==> src/include/card_slot_params.svh <==
// register indices, field positions, reset values and bus codes of the slot control bank
`ifndef CARD_SLOT_PARAMS_SVH
`define CARD_SLOT_PARAMS_SVH

// register indices and first slot number; byte address is four times the index
`define SLOT_CTRL_IDX       8'h03
`define SLOT_BANK_SEL_IDX   8'h40
`define SLOT_AUX_IDX        8'h42
`define FIRST_SLOT_NUM      8'h03

// control register fields
`define CTRL_LOW_V_BIT      7
`define CTRL_IO_EN_BIT      6
`define CTRL_PAGE_HI        5
`define CTRL_PAGE_LO        4
`define CTRL_CLOCK_POWERDOWN_SELECT_BIT       3
`define CTRL_HIGH_V_BIT     2
`define CTRL_WARM_BIT       1
`define CTRL_START_BIT      0

// page 00 auxiliary fields
`define AUX_RST_BIT         6
`define AUX_IDLE_HI         3
`define AUX_IDLE_LO         2
`define AUX_DIV_HI          1
`define AUX_DIV_LO          0

// page codes
`define PAGE_CTRL           2'b00
`define PAGE_SHORT_CNT      2'b01
`define PAGE_LONG_HI        2'b10
`define PAGE_LONG_LO        2'b11

// reset values
`define SHORT_CNT_RST       8'hAA
`define LONG_HI_RST         8'hA4
`define LONG_LO_RST         8'h74
`define BANK_SEL_RST        8'h03

// bus response codes
`define RESP_OKAY           2'b00
`define RESP_SLVERR         2'b10

`endif

==> src/include/card_slot_pkg.sv <==
// types shared by the slot control bank and its per-slot logic
package card_slot_pkg;

	typedef enum logic [1:0] {VCC_3V, VCC_5V, VCC_1V8} vcc_level_type;

	typedef enum logic [2:0] {CLK_LOW, CLK_HIGH, CLK_OSC_HALF,
		CLK_EXT_DIV1, CLK_EXT_DIV2, CLK_EXT_DIV4, CLK_EXT_DIV5} clk_mode_type;

	// per-slot status from the analog side and answer-to-reset logic
	typedef struct packed {
		logic supervisor_fault;
		logic protection_fault;
		logic card_presence;
		logic card_mute;
		logic start_bit_seen;
		logic sync_mode;
		logic atr_reset_level;
	} slot_status_type;

	// per-slot drive toward the card side
	typedef struct packed {
		vcc_level_type vcc_level;
		logic          io_connect;
		clk_mode_type  clk_mode;
		logic          card_reset;
		logic          activate;
		logic          deactivate;
		logic          warm_start;
	} card_drive_type;

endpackage

==> src/design/slot_ctrl.sv <==
// per-slot control and auxiliary page 00 bits for one card slot
`timescale 1ns/10ps
`include "card_slot_params.svh"
module slot_ctrl
	import card_slot_pkg::*;
(
	input  wire logic                      clk,
	input  wire logic                      arst_n,
	input  wire logic                      ctrl_wr,
	input  wire logic                      aux_wr,
	input  wire logic [7:0]                wr_byte,
	input  wire card_slot_pkg::slot_status_type status,
	output logic      [1:0]                page,
	output logic      [7:0]                aux_rd,
	output logic                           active,
	output card_slot_pkg::card_drive_type  card
);
	logic       low_v_r, high_v_r, io_en_r, clock_powerdown_select_r, warm_r, start_r, rst_r;
	logic [1:0] page_r, idle_r, div_r;
	logic       start_ok;
	clk_mode_type clk_nxt;

	assign start_ok = !status.supervisor_fault && !status.protection_fault
		&& status.card_presence;

	// ----------------------------------------------------------------
	// control register
	// ----------------------------------------------------------------
	// locked bits keep their value; the rest of the byte still lands
	always_ff @(posedge clk or negedge arst_n)
	begin
		if (!arst_n)
		begin
			low_v_r  <= 1'b0;
			high_v_r <= 1'b0;
			io_en_r  <= 1'b0;
			clock_powerdown_select_r   <= 1'b0;
			page_r   <= `PAGE_CTRL;
		end
		else if (ctrl_wr)
		begin
			io_en_r <= wr_byte[`CTRL_IO_EN_BIT];
			page_r  <= wr_byte[`CTRL_PAGE_HI:`CTRL_PAGE_LO];
			if (!start_r)
			begin
				low_v_r  <= wr_byte[`CTRL_LOW_V_BIT];
				high_v_r <= wr_byte[`CTRL_HIGH_V_BIT];
			end
			if (!(status.sync_mode && start_r))
				clock_powerdown_select_r <= wr_byte[`CTRL_CLOCK_POWERDOWN_SELECT_BIT];
		end
	end

	// activation only with clean status and a card present
	always_ff @(posedge clk or negedge arst_n)
	begin
		if (!arst_n)
			start_r <= 1'b0;
		else if (ctrl_wr && wr_byte[`CTRL_START_BIT] && start_ok)
			start_r <= 1'b1;
		else if (ctrl_wr && !wr_byte[`CTRL_START_BIT])
			start_r <= 1'b0;
	end

	// software set wins over a hardware clear in the same cycle
	always_ff @(posedge clk or negedge arst_n)
	begin
		if (!arst_n)
			warm_r <= 1'b0;
		else if (ctrl_wr && wr_byte[`CTRL_WARM_BIT])
			warm_r <= 1'b1;
		else if (status.start_bit_seen || status.card_mute)
			warm_r <= 1'b0;
	end

	// ----------------------------------------------------------------
	// page 00 auxiliary bits
	// ----------------------------------------------------------------
	always_ff @(posedge clk or negedge arst_n)
	begin
		if (!arst_n)
		begin
			idle_r <= 2'b00;
			div_r  <= 2'b00;
			rst_r  <= 1'b0;
		end
		else
		begin
			if (aux_wr)
			begin
				idle_r <= wr_byte[`AUX_IDLE_HI:`AUX_IDLE_LO];
				div_r  <= wr_byte[`AUX_DIV_HI:`AUX_DIV_LO];
			end
			if (!status.sync_mode)
				rst_r <= status.atr_reset_level;
			else if (aux_wr)
				rst_r <= wr_byte[`AUX_RST_BIT];
		end
	end

	// clock source choice; sync mode only knows low and high
	always_comb
	begin
		clk_nxt = CLK_EXT_DIV1;
		if (status.sync_mode)
			clk_nxt = (clock_powerdown_select_r && idle_r[0]) ? CLK_HIGH : CLK_LOW;
		else if (clock_powerdown_select_r && idle_r != 2'b11)
		begin
			case (idle_r)
				2'b00:   clk_nxt = CLK_LOW;
				2'b01:   clk_nxt = CLK_HIGH;
				default: clk_nxt = CLK_OSC_HALF;
			endcase
		end
		else
		begin
			case (div_r)
				2'b00:   clk_nxt = CLK_EXT_DIV1;
				2'b01:   clk_nxt = CLK_EXT_DIV2;
				2'b10:   clk_nxt = CLK_EXT_DIV4;
				default: clk_nxt = CLK_EXT_DIV5;
			endcase
		end
	end

	// ----------------------------------------------------------------
	// registered drive toward the card
	// ----------------------------------------------------------------
	always_ff @(posedge clk or negedge arst_n)
	begin
		if (!arst_n)
			card <= '{vcc_level: VCC_3V, clk_mode: CLK_LOW, default: 1'b0};
		else
		begin
			card.vcc_level  <= low_v_r ? VCC_1V8 : (high_v_r ? VCC_5V : VCC_3V);
			card.io_connect <= io_en_r;
			card.clk_mode   <= clk_nxt;
			card.card_reset <= rst_r;
			card.activate   <= ctrl_wr && wr_byte[`CTRL_START_BIT] && start_ok;
			card.deactivate <= ctrl_wr && !wr_byte[`CTRL_START_BIT];
			card.warm_start <= ctrl_wr && wr_byte[`CTRL_WARM_BIT];
		end
	end

	assign page   = page_r;
	assign active = start_r;
	assign aux_rd = {1'b0, rst_r, 2'b00, idle_r, div_r};
endmodule

==> src/design/card_slot_control_regs.sv <==
// slot control register bank for card slots 3 to 5 behind an axi4-lite slave
`timescale 1ns/10ps
`include "card_slot_params.svh"
module card_slot_control_regs
	import card_slot_pkg::*;
#(
	parameter int ADDR_W = 12,
	parameter int NSLOT  = 3
)
(
	input  wire logic                                clk,
	input  wire logic                                arst_n,
	input  wire logic [ADDR_W-1:0]                   s_axi_awaddr,
	input  wire logic                                s_axi_awvalid,
	output logic                                     s_axi_awready,
	input  wire logic [31:0]                         s_axi_wdata,
	input  wire logic [3:0]                          s_axi_wstrb,
	input  wire logic                                s_axi_wvalid,
	output logic                                     s_axi_wready,
	output logic [1:0]                               s_axi_bresp,
	output logic                                     s_axi_bvalid,
	input  wire logic                                s_axi_bready,
	input  wire logic [ADDR_W-1:0]                   s_axi_araddr,
	input  wire logic                                s_axi_arvalid,
	output logic                                     s_axi_arready,
	output logic [31:0]                              s_axi_rdata,
	output logic [1:0]                               s_axi_rresp,
	output logic                                     s_axi_rvalid,
	input  wire logic                                s_axi_rready,
	input  wire card_slot_pkg::slot_status_type [NSLOT-1:0] slot_status,
	output card_slot_pkg::card_drive_type [NSLOT-1:0]  card_drive,
	output logic [7:0]                               short_count,
	output logic [15:0]                              long_count
);
	// ----------------------------------------------------------------
	// write channel capture
	// ----------------------------------------------------------------
	logic              aw_held_r;
	logic [ADDR_W-1:0] aw_addr_r;
	logic              w_held_r;
	logic [7:0]        w_byte_r;
	logic              w_lane0_r;
	logic              wr_go;

	// address and data may arrive in either order
	assign wr_go = aw_held_r && w_held_r && !s_axi_bvalid;

	always_ff @(posedge clk or negedge arst_n)
	begin
		if (!arst_n)
		begin
			aw_held_r     <= 1'b0;
			aw_addr_r     <= '0;
			s_axi_awready <= 1'b1;
		end
		else if (s_axi_awvalid && s_axi_awready)
		begin
			aw_held_r     <= 1'b1;
			aw_addr_r     <= s_axi_awaddr;
			s_axi_awready <= 1'b0;
		end
		else if (wr_go)
		begin
			aw_held_r     <= 1'b0;
			s_axi_awready <= 1'b1;
		end
	end

	always_ff @(posedge clk or negedge arst_n)
	begin
		if (!arst_n)
		begin
			w_held_r     <= 1'b0;
			w_byte_r     <= 8'h00;
			w_lane0_r    <= 1'b0;
			s_axi_wready <= 1'b1;
		end
		else if (s_axi_wvalid && s_axi_wready)
		begin
			w_held_r     <= 1'b1;
			w_byte_r     <= s_axi_wdata[7:0];
			w_lane0_r    <= s_axi_wstrb[0];
			s_axi_wready <= 1'b0;
		end
		else if (wr_go)
		begin
			w_held_r     <= 1'b0;
			s_axi_wready <= 1'b1;
		end
	end

	// ----------------------------------------------------------------
	// address decode
	// ----------------------------------------------------------------
	logic [7:0] wr_idx;
	logic [7:0] rd_idx;
	logic       wr_hi_zero;
	logic       rd_hi_zero;
	logic [7:0] bank_sel_r;
	logic [7:0] sel_off;
	logic       sel_ok;
	logic [1:0] sel_page;

	assign wr_idx     = aw_addr_r[9:2];
	assign rd_idx     = s_axi_araddr[9:2];
	assign wr_hi_zero = (aw_addr_r[ADDR_W-1:10] == '0) && (aw_addr_r[1:0] == 2'b00);
	assign rd_hi_zero = (s_axi_araddr[ADDR_W-1:10] == '0) && (s_axi_araddr[1:0] == 2'b00);

	// second register reaches only the slot named by the bank select
	assign sel_off = bank_sel_r - `FIRST_SLOT_NUM;
	assign sel_ok  = (bank_sel_r >= `FIRST_SLOT_NUM) && (sel_off < 8'(NSLOT));

	logic [NSLOT-1:0]      ctrl_wr;
	logic [NSLOT-1:0]      aux_wr;
	logic [NSLOT-1:0][1:0] slot_page;
	logic [NSLOT-1:0][7:0] slot_aux;
	logic [NSLOT-1:0]      slot_active;
	logic                  wr_ctrl_hit;
	logic                  wr_hit;
	logic                  wr_aux;
	logic                  rd_hit;
	logic [7:0]            rd_byte;

	assign sel_page    = sel_ok ? slot_page[sel_off[1:0]] : `PAGE_CTRL;
	assign wr_ctrl_hit = wr_hi_zero && (wr_idx >= `SLOT_CTRL_IDX)
		&& (wr_idx < `SLOT_CTRL_IDX + 8'(NSLOT));
	assign wr_aux      = wr_hi_zero && (wr_idx == `SLOT_AUX_IDX) && sel_ok;
	assign wr_hit      = wr_ctrl_hit || wr_aux
		|| (wr_hi_zero && wr_idx == `SLOT_BANK_SEL_IDX);

	// strobes into each slot, only for an accepted low-lane write
	generate
		for (genvar i = 0; i < NSLOT; i++)
		begin : g_slot
			assign ctrl_wr[i] = wr_go && w_lane0_r && wr_hi_zero
				&& (wr_idx == `SLOT_CTRL_IDX + 8'(i));
			assign aux_wr[i]  = wr_go && w_lane0_r && wr_aux
				&& (sel_off == 8'(i)) && (slot_page[i] == `PAGE_CTRL);

			slot_ctrl u_slot
			(
				.clk     (clk),
				.arst_n  (arst_n),
				.ctrl_wr (ctrl_wr[i]),
				.aux_wr  (aux_wr[i]),
				.wr_byte (w_byte_r),
				.status  (slot_status[i]),
				.page    (slot_page[i]),
				.aux_rd  (slot_aux[i]),
				.active  (slot_active[i]),
				.card    (card_drive[i])
			);
		end
	endgenerate

	// ----------------------------------------------------------------
	// bank select and shared counters
	// ----------------------------------------------------------------
	logic lane_wr;

	assign lane_wr = wr_go && w_lane0_r;

	always_ff @(posedge clk or negedge arst_n)
	begin
		if (!arst_n)
			bank_sel_r <= `BANK_SEL_RST;
		else if (lane_wr && wr_hi_zero && wr_idx == `SLOT_BANK_SEL_IDX)
			bank_sel_r <= w_byte_r;
	end

	// counter pages are shared by every slot
	always_ff @(posedge clk or negedge arst_n)
	begin
		if (!arst_n)
		begin
			short_count <= `SHORT_CNT_RST;
			long_count  <= {`LONG_HI_RST, `LONG_LO_RST};
		end
		else if (lane_wr && wr_aux)
		begin
			case (sel_page)
				`PAGE_SHORT_CNT: short_count       <= w_byte_r;
				`PAGE_LONG_HI:   long_count[15:8]  <= w_byte_r;
				`PAGE_LONG_LO:   long_count[7:0]   <= w_byte_r;
				default:         short_count       <= short_count;
			endcase
		end
	end

	// ----------------------------------------------------------------
	// write response
	// ----------------------------------------------------------------
	always_ff @(posedge clk or negedge arst_n)
	begin
		if (!arst_n)
		begin
			s_axi_bvalid <= 1'b0;
			s_axi_bresp  <= `RESP_OKAY;
		end
		else if (wr_go)
		begin
			s_axi_bvalid <= 1'b1;
			s_axi_bresp  <= wr_hit ? `RESP_OKAY : `RESP_SLVERR;
		end
		else if (s_axi_bready)
			s_axi_bvalid <= 1'b0;
	end

	// ----------------------------------------------------------------
	// read path
	// ----------------------------------------------------------------
	logic [7:0] rd_slot;
	logic       rd_ctrl;

	assign rd_slot = rd_idx - `SLOT_CTRL_IDX;
	assign rd_ctrl = rd_hi_zero && (rd_idx >= `SLOT_CTRL_IDX)
		&& (rd_idx < `SLOT_CTRL_IDX + 8'(NSLOT));

	// control offsets read back slot status, not the written bits
	always_comb
	begin
		rd_byte = 8'h00;
		rd_hit  = 1'b0;
		if (rd_ctrl)
		begin
			rd_hit  = 1'b1;
			rd_byte = {slot_active[rd_slot[1:0]], 1'b0,
				slot_status[rd_slot[1:0]].card_mute,
				slot_status[rd_slot[1:0]].protection_fault,
				slot_status[rd_slot[1:0]].supervisor_fault, 3'b000};
		end
		else if (rd_hi_zero && rd_idx == `SLOT_BANK_SEL_IDX)
		begin
			rd_hit  = 1'b1;
			rd_byte = bank_sel_r;
		end
		else if (rd_hi_zero && rd_idx == `SLOT_AUX_IDX && sel_ok)
		begin
			rd_hit = 1'b1;
			case (sel_page)
				`PAGE_CTRL:      rd_byte = slot_aux[sel_off[1:0]];
				`PAGE_SHORT_CNT: rd_byte = short_count;
				`PAGE_LONG_HI:   rd_byte = long_count[15:8];
				default:         rd_byte = long_count[7:0];
			endcase
		end
	end

	always_ff @(posedge clk or negedge arst_n)
	begin
		if (!arst_n)
		begin
			s_axi_arready <= 1'b1;
			s_axi_rvalid  <= 1'b0;
			s_axi_rdata   <= 32'h0000_0000;
			s_axi_rresp   <= `RESP_OKAY;
		end
		else if (s_axi_arvalid && s_axi_arready)
		begin
			s_axi_arready <= 1'b0;
			s_axi_rvalid  <= 1'b1;
			s_axi_rdata   <= {24'h000000, rd_byte};
			s_axi_rresp   <= rd_hit ? `RESP_OKAY : `RESP_SLVERR;
		end
		else if (s_axi_rvalid && s_axi_rready)
		begin
			s_axi_rvalid  <= 1'b0;
			s_axi_arready <= 1'b1;
		end
	end
endmodule

==> config.mk <==
export PLATFORM = sky130hd
export DESIGN_NAME = card_slot_control_regs
export DESIGN_NICKNAME = d
export VERILOG_FILES = /design/src/include/card_slot_pkg.sv /design/src/design/slot_ctrl.sv /design/src/design/card_slot_control_regs.sv
export VERILOG_INCLUDE_DIRS = /design/src /design/src/include
export SDC_FILE = /design/constraint.sdc
export NUM_CORES = 1
export LEC_CHECK = 0
export ABC_AREA = 1
export ABC_CLOCK_PERIOD_IN_PS = 2750
export BUFFER_PORTS_ARGS = -buffer_cell sky130_fd_sc_hd__buf_2
export CAP_MARGIN = 5
export CORE_AREA = 2 2 116 118
export DETAILED_ROUTE_END_ITERATION = 8
export DIE_AREA = 0 0 118 120
export PLACE_DENSITY = 0.85
export SKIP_CTS_REPAIR_TIMING = 1
export SYNTH_ARGS = -nofsm -noshare
export SYNTH_HDL_FRONTEND = slang
export SYNTH_SLANG_ARGS = --single-unit
==> constraint.sdc <==
create_clock -name clk -period 2.75 [get_ports clk]
set_input_delay 0.55 -clock clk [delete_from_list [all_inputs] [get_ports clk]]
set_output_delay 0.55 -clock clk [all_outputs]
set_load 0.1 [all_outputs]
==> flow_summary.json <==
{
  "status": "finished clean",
  "coreArea_um2": 13000,
  "synth_xor_area_share_pct": 0,
  "gr-usage-all-layers_pct": 23.5,
  "avgSynthCellArea_um2": 8.64,
  "first_global_vias": 5243,
  "synth_area_um2": 6660,
  "finalClockSkew_ns": 0.00676,
  "grt_setup_unrepaired": "no",
  "antenna_cells": 0,
  "start_util_pct": 51.3,
  "crit_fanout": 18,
  "multi_input_area_um2": 2660,
  "grt.overflow.total": 0,
  "worst_path_max_delay_cell": "dfstp_2",
  "slew_viol_final": 0,
  "drv_cap": 0,
  "via_per_inst": 5.05,
  "avgRoutedWirePerCell_um": 14.3,
  "gp_congestion": 0.947,
  "grt_max_degree": 61,
  "ys_seq_elements": 136,
  "antenna_found_initial": 0,
  "period_minus_slack_ns": 2.44,
  "final_cells": 1096,
  "yosys.area.top_type": "dfrtp_1",
  "cp-end-kind": "flip-flop",
  "min_path_type": "in2async",
  "cp-start-kind": "flip-flop",
  "synth-compound-area-share_pct": 12.9,
  "p_total_mw": 6.30,
  "dr.pass1.iters": 5,
  "hold_violations": 0,
  "cts_sinks": 136,
  "synth_top_family_by_area": "simple AND/OR/NAND/NOR gates",
  "fp.dieW_um": 118,
  "critPathBufInv": 2,
  "power.leakage_nw": 4.27,
  "dp_hpwl_um": 11400,
  "ys_types": 38,
  "synth_top_flop_cell": "dfrtp_1",
  "vias": 5536,
  "worstSetupPathType": "reg2reg",
  "synth_edf_count": 0,
  "clkSlewWorstSetupHoldPaths_ns": 0.06,
  "route.detailed.drc": 0,
  "pwr-share-comb_pct": 26.4,
  "yosys.area_share.adder_pct": 2.44,
  "crit_arrival_ns": 2.75,
  "ant_nets": 0,
  "grt_pass1_wl_um": 25800,
  "synth_top_cell_area_share_pct": 45.1,
  "dpl.cell_count": 1064,
  "ys_seq_area_share_pct": 51.4,
  "slew_headroom_pct": 58.0,
  "yosysMostFrequentCell": "nand2_1",
  "dieArea_um2": 14200,
  "synth_simple_gate_area_share_pct": 23.0,
  "worst_path_most_repeated_cell": "nand2_1",
  "synth.area.mux_share_pct": 0.169,
  "clkLatencyLatePin_ns": 0.42,
  "synthArstFlopShare_pct": 100,
  "p_switching_mw": 2.37,
  "area_growth_pct": 19.8,
  "syn_inst": 770,
  "io_pins": 183,
  "clock.fmax_mhz": 409,
  "cp_cell_sequence": "ha_1 -> nor2_1 -> nor2_2 -> nand3_2 -> inv_2 -> nand2_4 -> nor2_8 -> buf_4 -> nand3_2 -> nor2_1 -> nor2_1 -> nand2_1 -> nand2_1 -> nand2_1 -> nand2_1",
  "worstMarginPinSlew_ns": 0.630,
  "fin_setup_tns_ns": 0,
  "drt_iter0_drc": 398,
  "wl_um": 15700,
  "synth.area.top_cells": "dfrtp_1 (45%), nand2_1 (11%), dfstp_2 (6.3%)",
  "drive_gt1_share_pct": 24.9,
  "internal-power_mw": 3.92,
  "htreeDepth": 4,
  "switching_share_pct": 37.7,
  "numPortBuffers": 126,
  "register_area_um2": 3420,
  "yosys-top-cells-count": "nand2_1 (193), dfrtp_1 (120), inv_1 (91)",
  "setup_ws_ns": 0.306,
  "seqPwrFrac_pct": 38.4,
  "die_y_um": 120,
  "finalSetupViolCount": 0,
  "max_stage_delay_ns": 0.60,
  "powerDensity_nw_per_um2": 790,
  "place_ws_ns": 0.329,
  "rows": 42,
  "cts_tree": "yes",
  "cts_buffer_depth": 2,
  "cp.required_ns": 3.06,
  "yosys_warnings": 0,
  "vdd_ir_drop_max_v": 0.000719,
  "p_clk_share_pct": 35.2,
  "fillers": 1144,
  "cts-root-buf": "clkbuf_16",
  "path_delay_family": "simple AND/OR/NAND/NOR gates",
  "nNetsFinal": 1008,
  "hold_slack_ns": 0.0404,
  "fin_crit_sh_pct": 88.9,
  "cts_inserted_buffers": 17
}
power by group through the flow:
| stage | registers, mW | logic [mW] | clock network (mW) |
|---|---|---|---|
| floorplan | 2.89 | 0.808 | 0 |
| global placement | 2.43 | 1.62 | 0 |
| detailed placement | 2.45 | 1.65 | 0 |
| CTS | 2.42 | 1.67 | 2.25 |
| global route | 2.45 | 1.81 | 2.35 |
| finish | 2.42 | 1.66 | 2.22 |
per-stage QoR:
| stage | utilization [%] | area [um^2] |
|---|---|---|
| 2_1_floorplan | - | 6750 |
| 3_3_place_gp | 56.9 | 7390 |
| 3_5_place_dp | 56.9 | 7390 |
| 4_1_cts | 61.4 | 7970 |
| 5_1_grt | 61.4 | 7970 |
| 6_report | 61.4 | 7970 |
sequential cells by signal, summed over array words and instances (netlist names), 8 cells and up:
register            flops
aw_addr_r              12
bank_sel_r              8
g_slot.u_slot.card     30
long_count             16
s_axi_rdata             8
short_count             8
w_byte_r                8
cells by family (layout without fill, tap and decap cells):
family,count (synthesis),in the layout
multiplexers,1,1
AND/OR/NAND/NOR,331,331
adder cells (fa/ha/maj),13,13
flip-flops,136,136
buffers and inverters,140,265
other,1,26
AO/OA/AOI/OAI,148,148
final cells by class:
| class | count | share of cell area, % |
|---|---|---|
| clock inverters | 12 | 1.57 |
| clock buffers | 20 | 5.73 |
| multi-input cells | 519 | 33.3 |
| repair buffers | 136 | 9.09 |
| well taps | 176 | 2.76 |
| inverters | 97 | 4.57 |
| flip-flops and latches | 136 | 42.9 |
final timing paths:
check / start / to / slack, ns / cells after the start
min: arst_n / w_held_r / 0.04 / 1
min in group clk: s_axi_bready / s_axi_bvalid / 0.31 / 2
max reg2reg: bank_sel_r[1] / s_axi_rdata[2] / 0.31 / 15
min reg2reg: g_slot[2].u_slot.rst_r / g_slot[2].u_slot.card[3] / 0.38 / 0
max: bank_sel_r[1] / s_axi_rdata[2] / 0.31 / 15
max in group asynchronous: arst_n / s_axi_arready / 1.90 / 2
cells in the final DEF, fill, tap and decap left out, types with 3 or more instances in the layout:
| master | n |
|---|---|
| nor2_8 | 3 |
| nor2_1 | 63 |
| clkinvlp_4 | 3 |
| inv_2 | 4 |
| a21oi_1 | 17 |
| nand2_1 | 193 |
| o21ai_2 | 13 |
| o2111ai_1 | 5 |
| nand2_4 | 5 |
| o22ai_1 | 6 |
| o21ai_1 | 26 |
| inv_1 | 91 |
| dfrtp_1 | 120 |
| clkbuf_16 | 17 |
| dfstp_2 | 16 |
| buf_2 | 125 |
| nand3_2 | 3 |
| buf_4 | 9 |
| nand2_2 | 7 |
| nand4_4 | 3 |
| nand3_1 | 21 |
| clkinv_2 | 5 |
| nand4_1 | 19 |
| o21ai_0 | 71 |
| ha_1 | 13 |
| nor3_1 | 8 |
| conb_1 | 26 |
| a22oi_1 | 3 |
routing by layer:
layer	global-route usage, %	vias up	wire length, um
met5	0	-	0
met4	10.5	0	372
met3	6.61	31	1250
met2	37.8	225	7450
met1	29.7	2558	6640
li1	-	2722	-
Note: power is estimated with default switching activity, not from simulation.
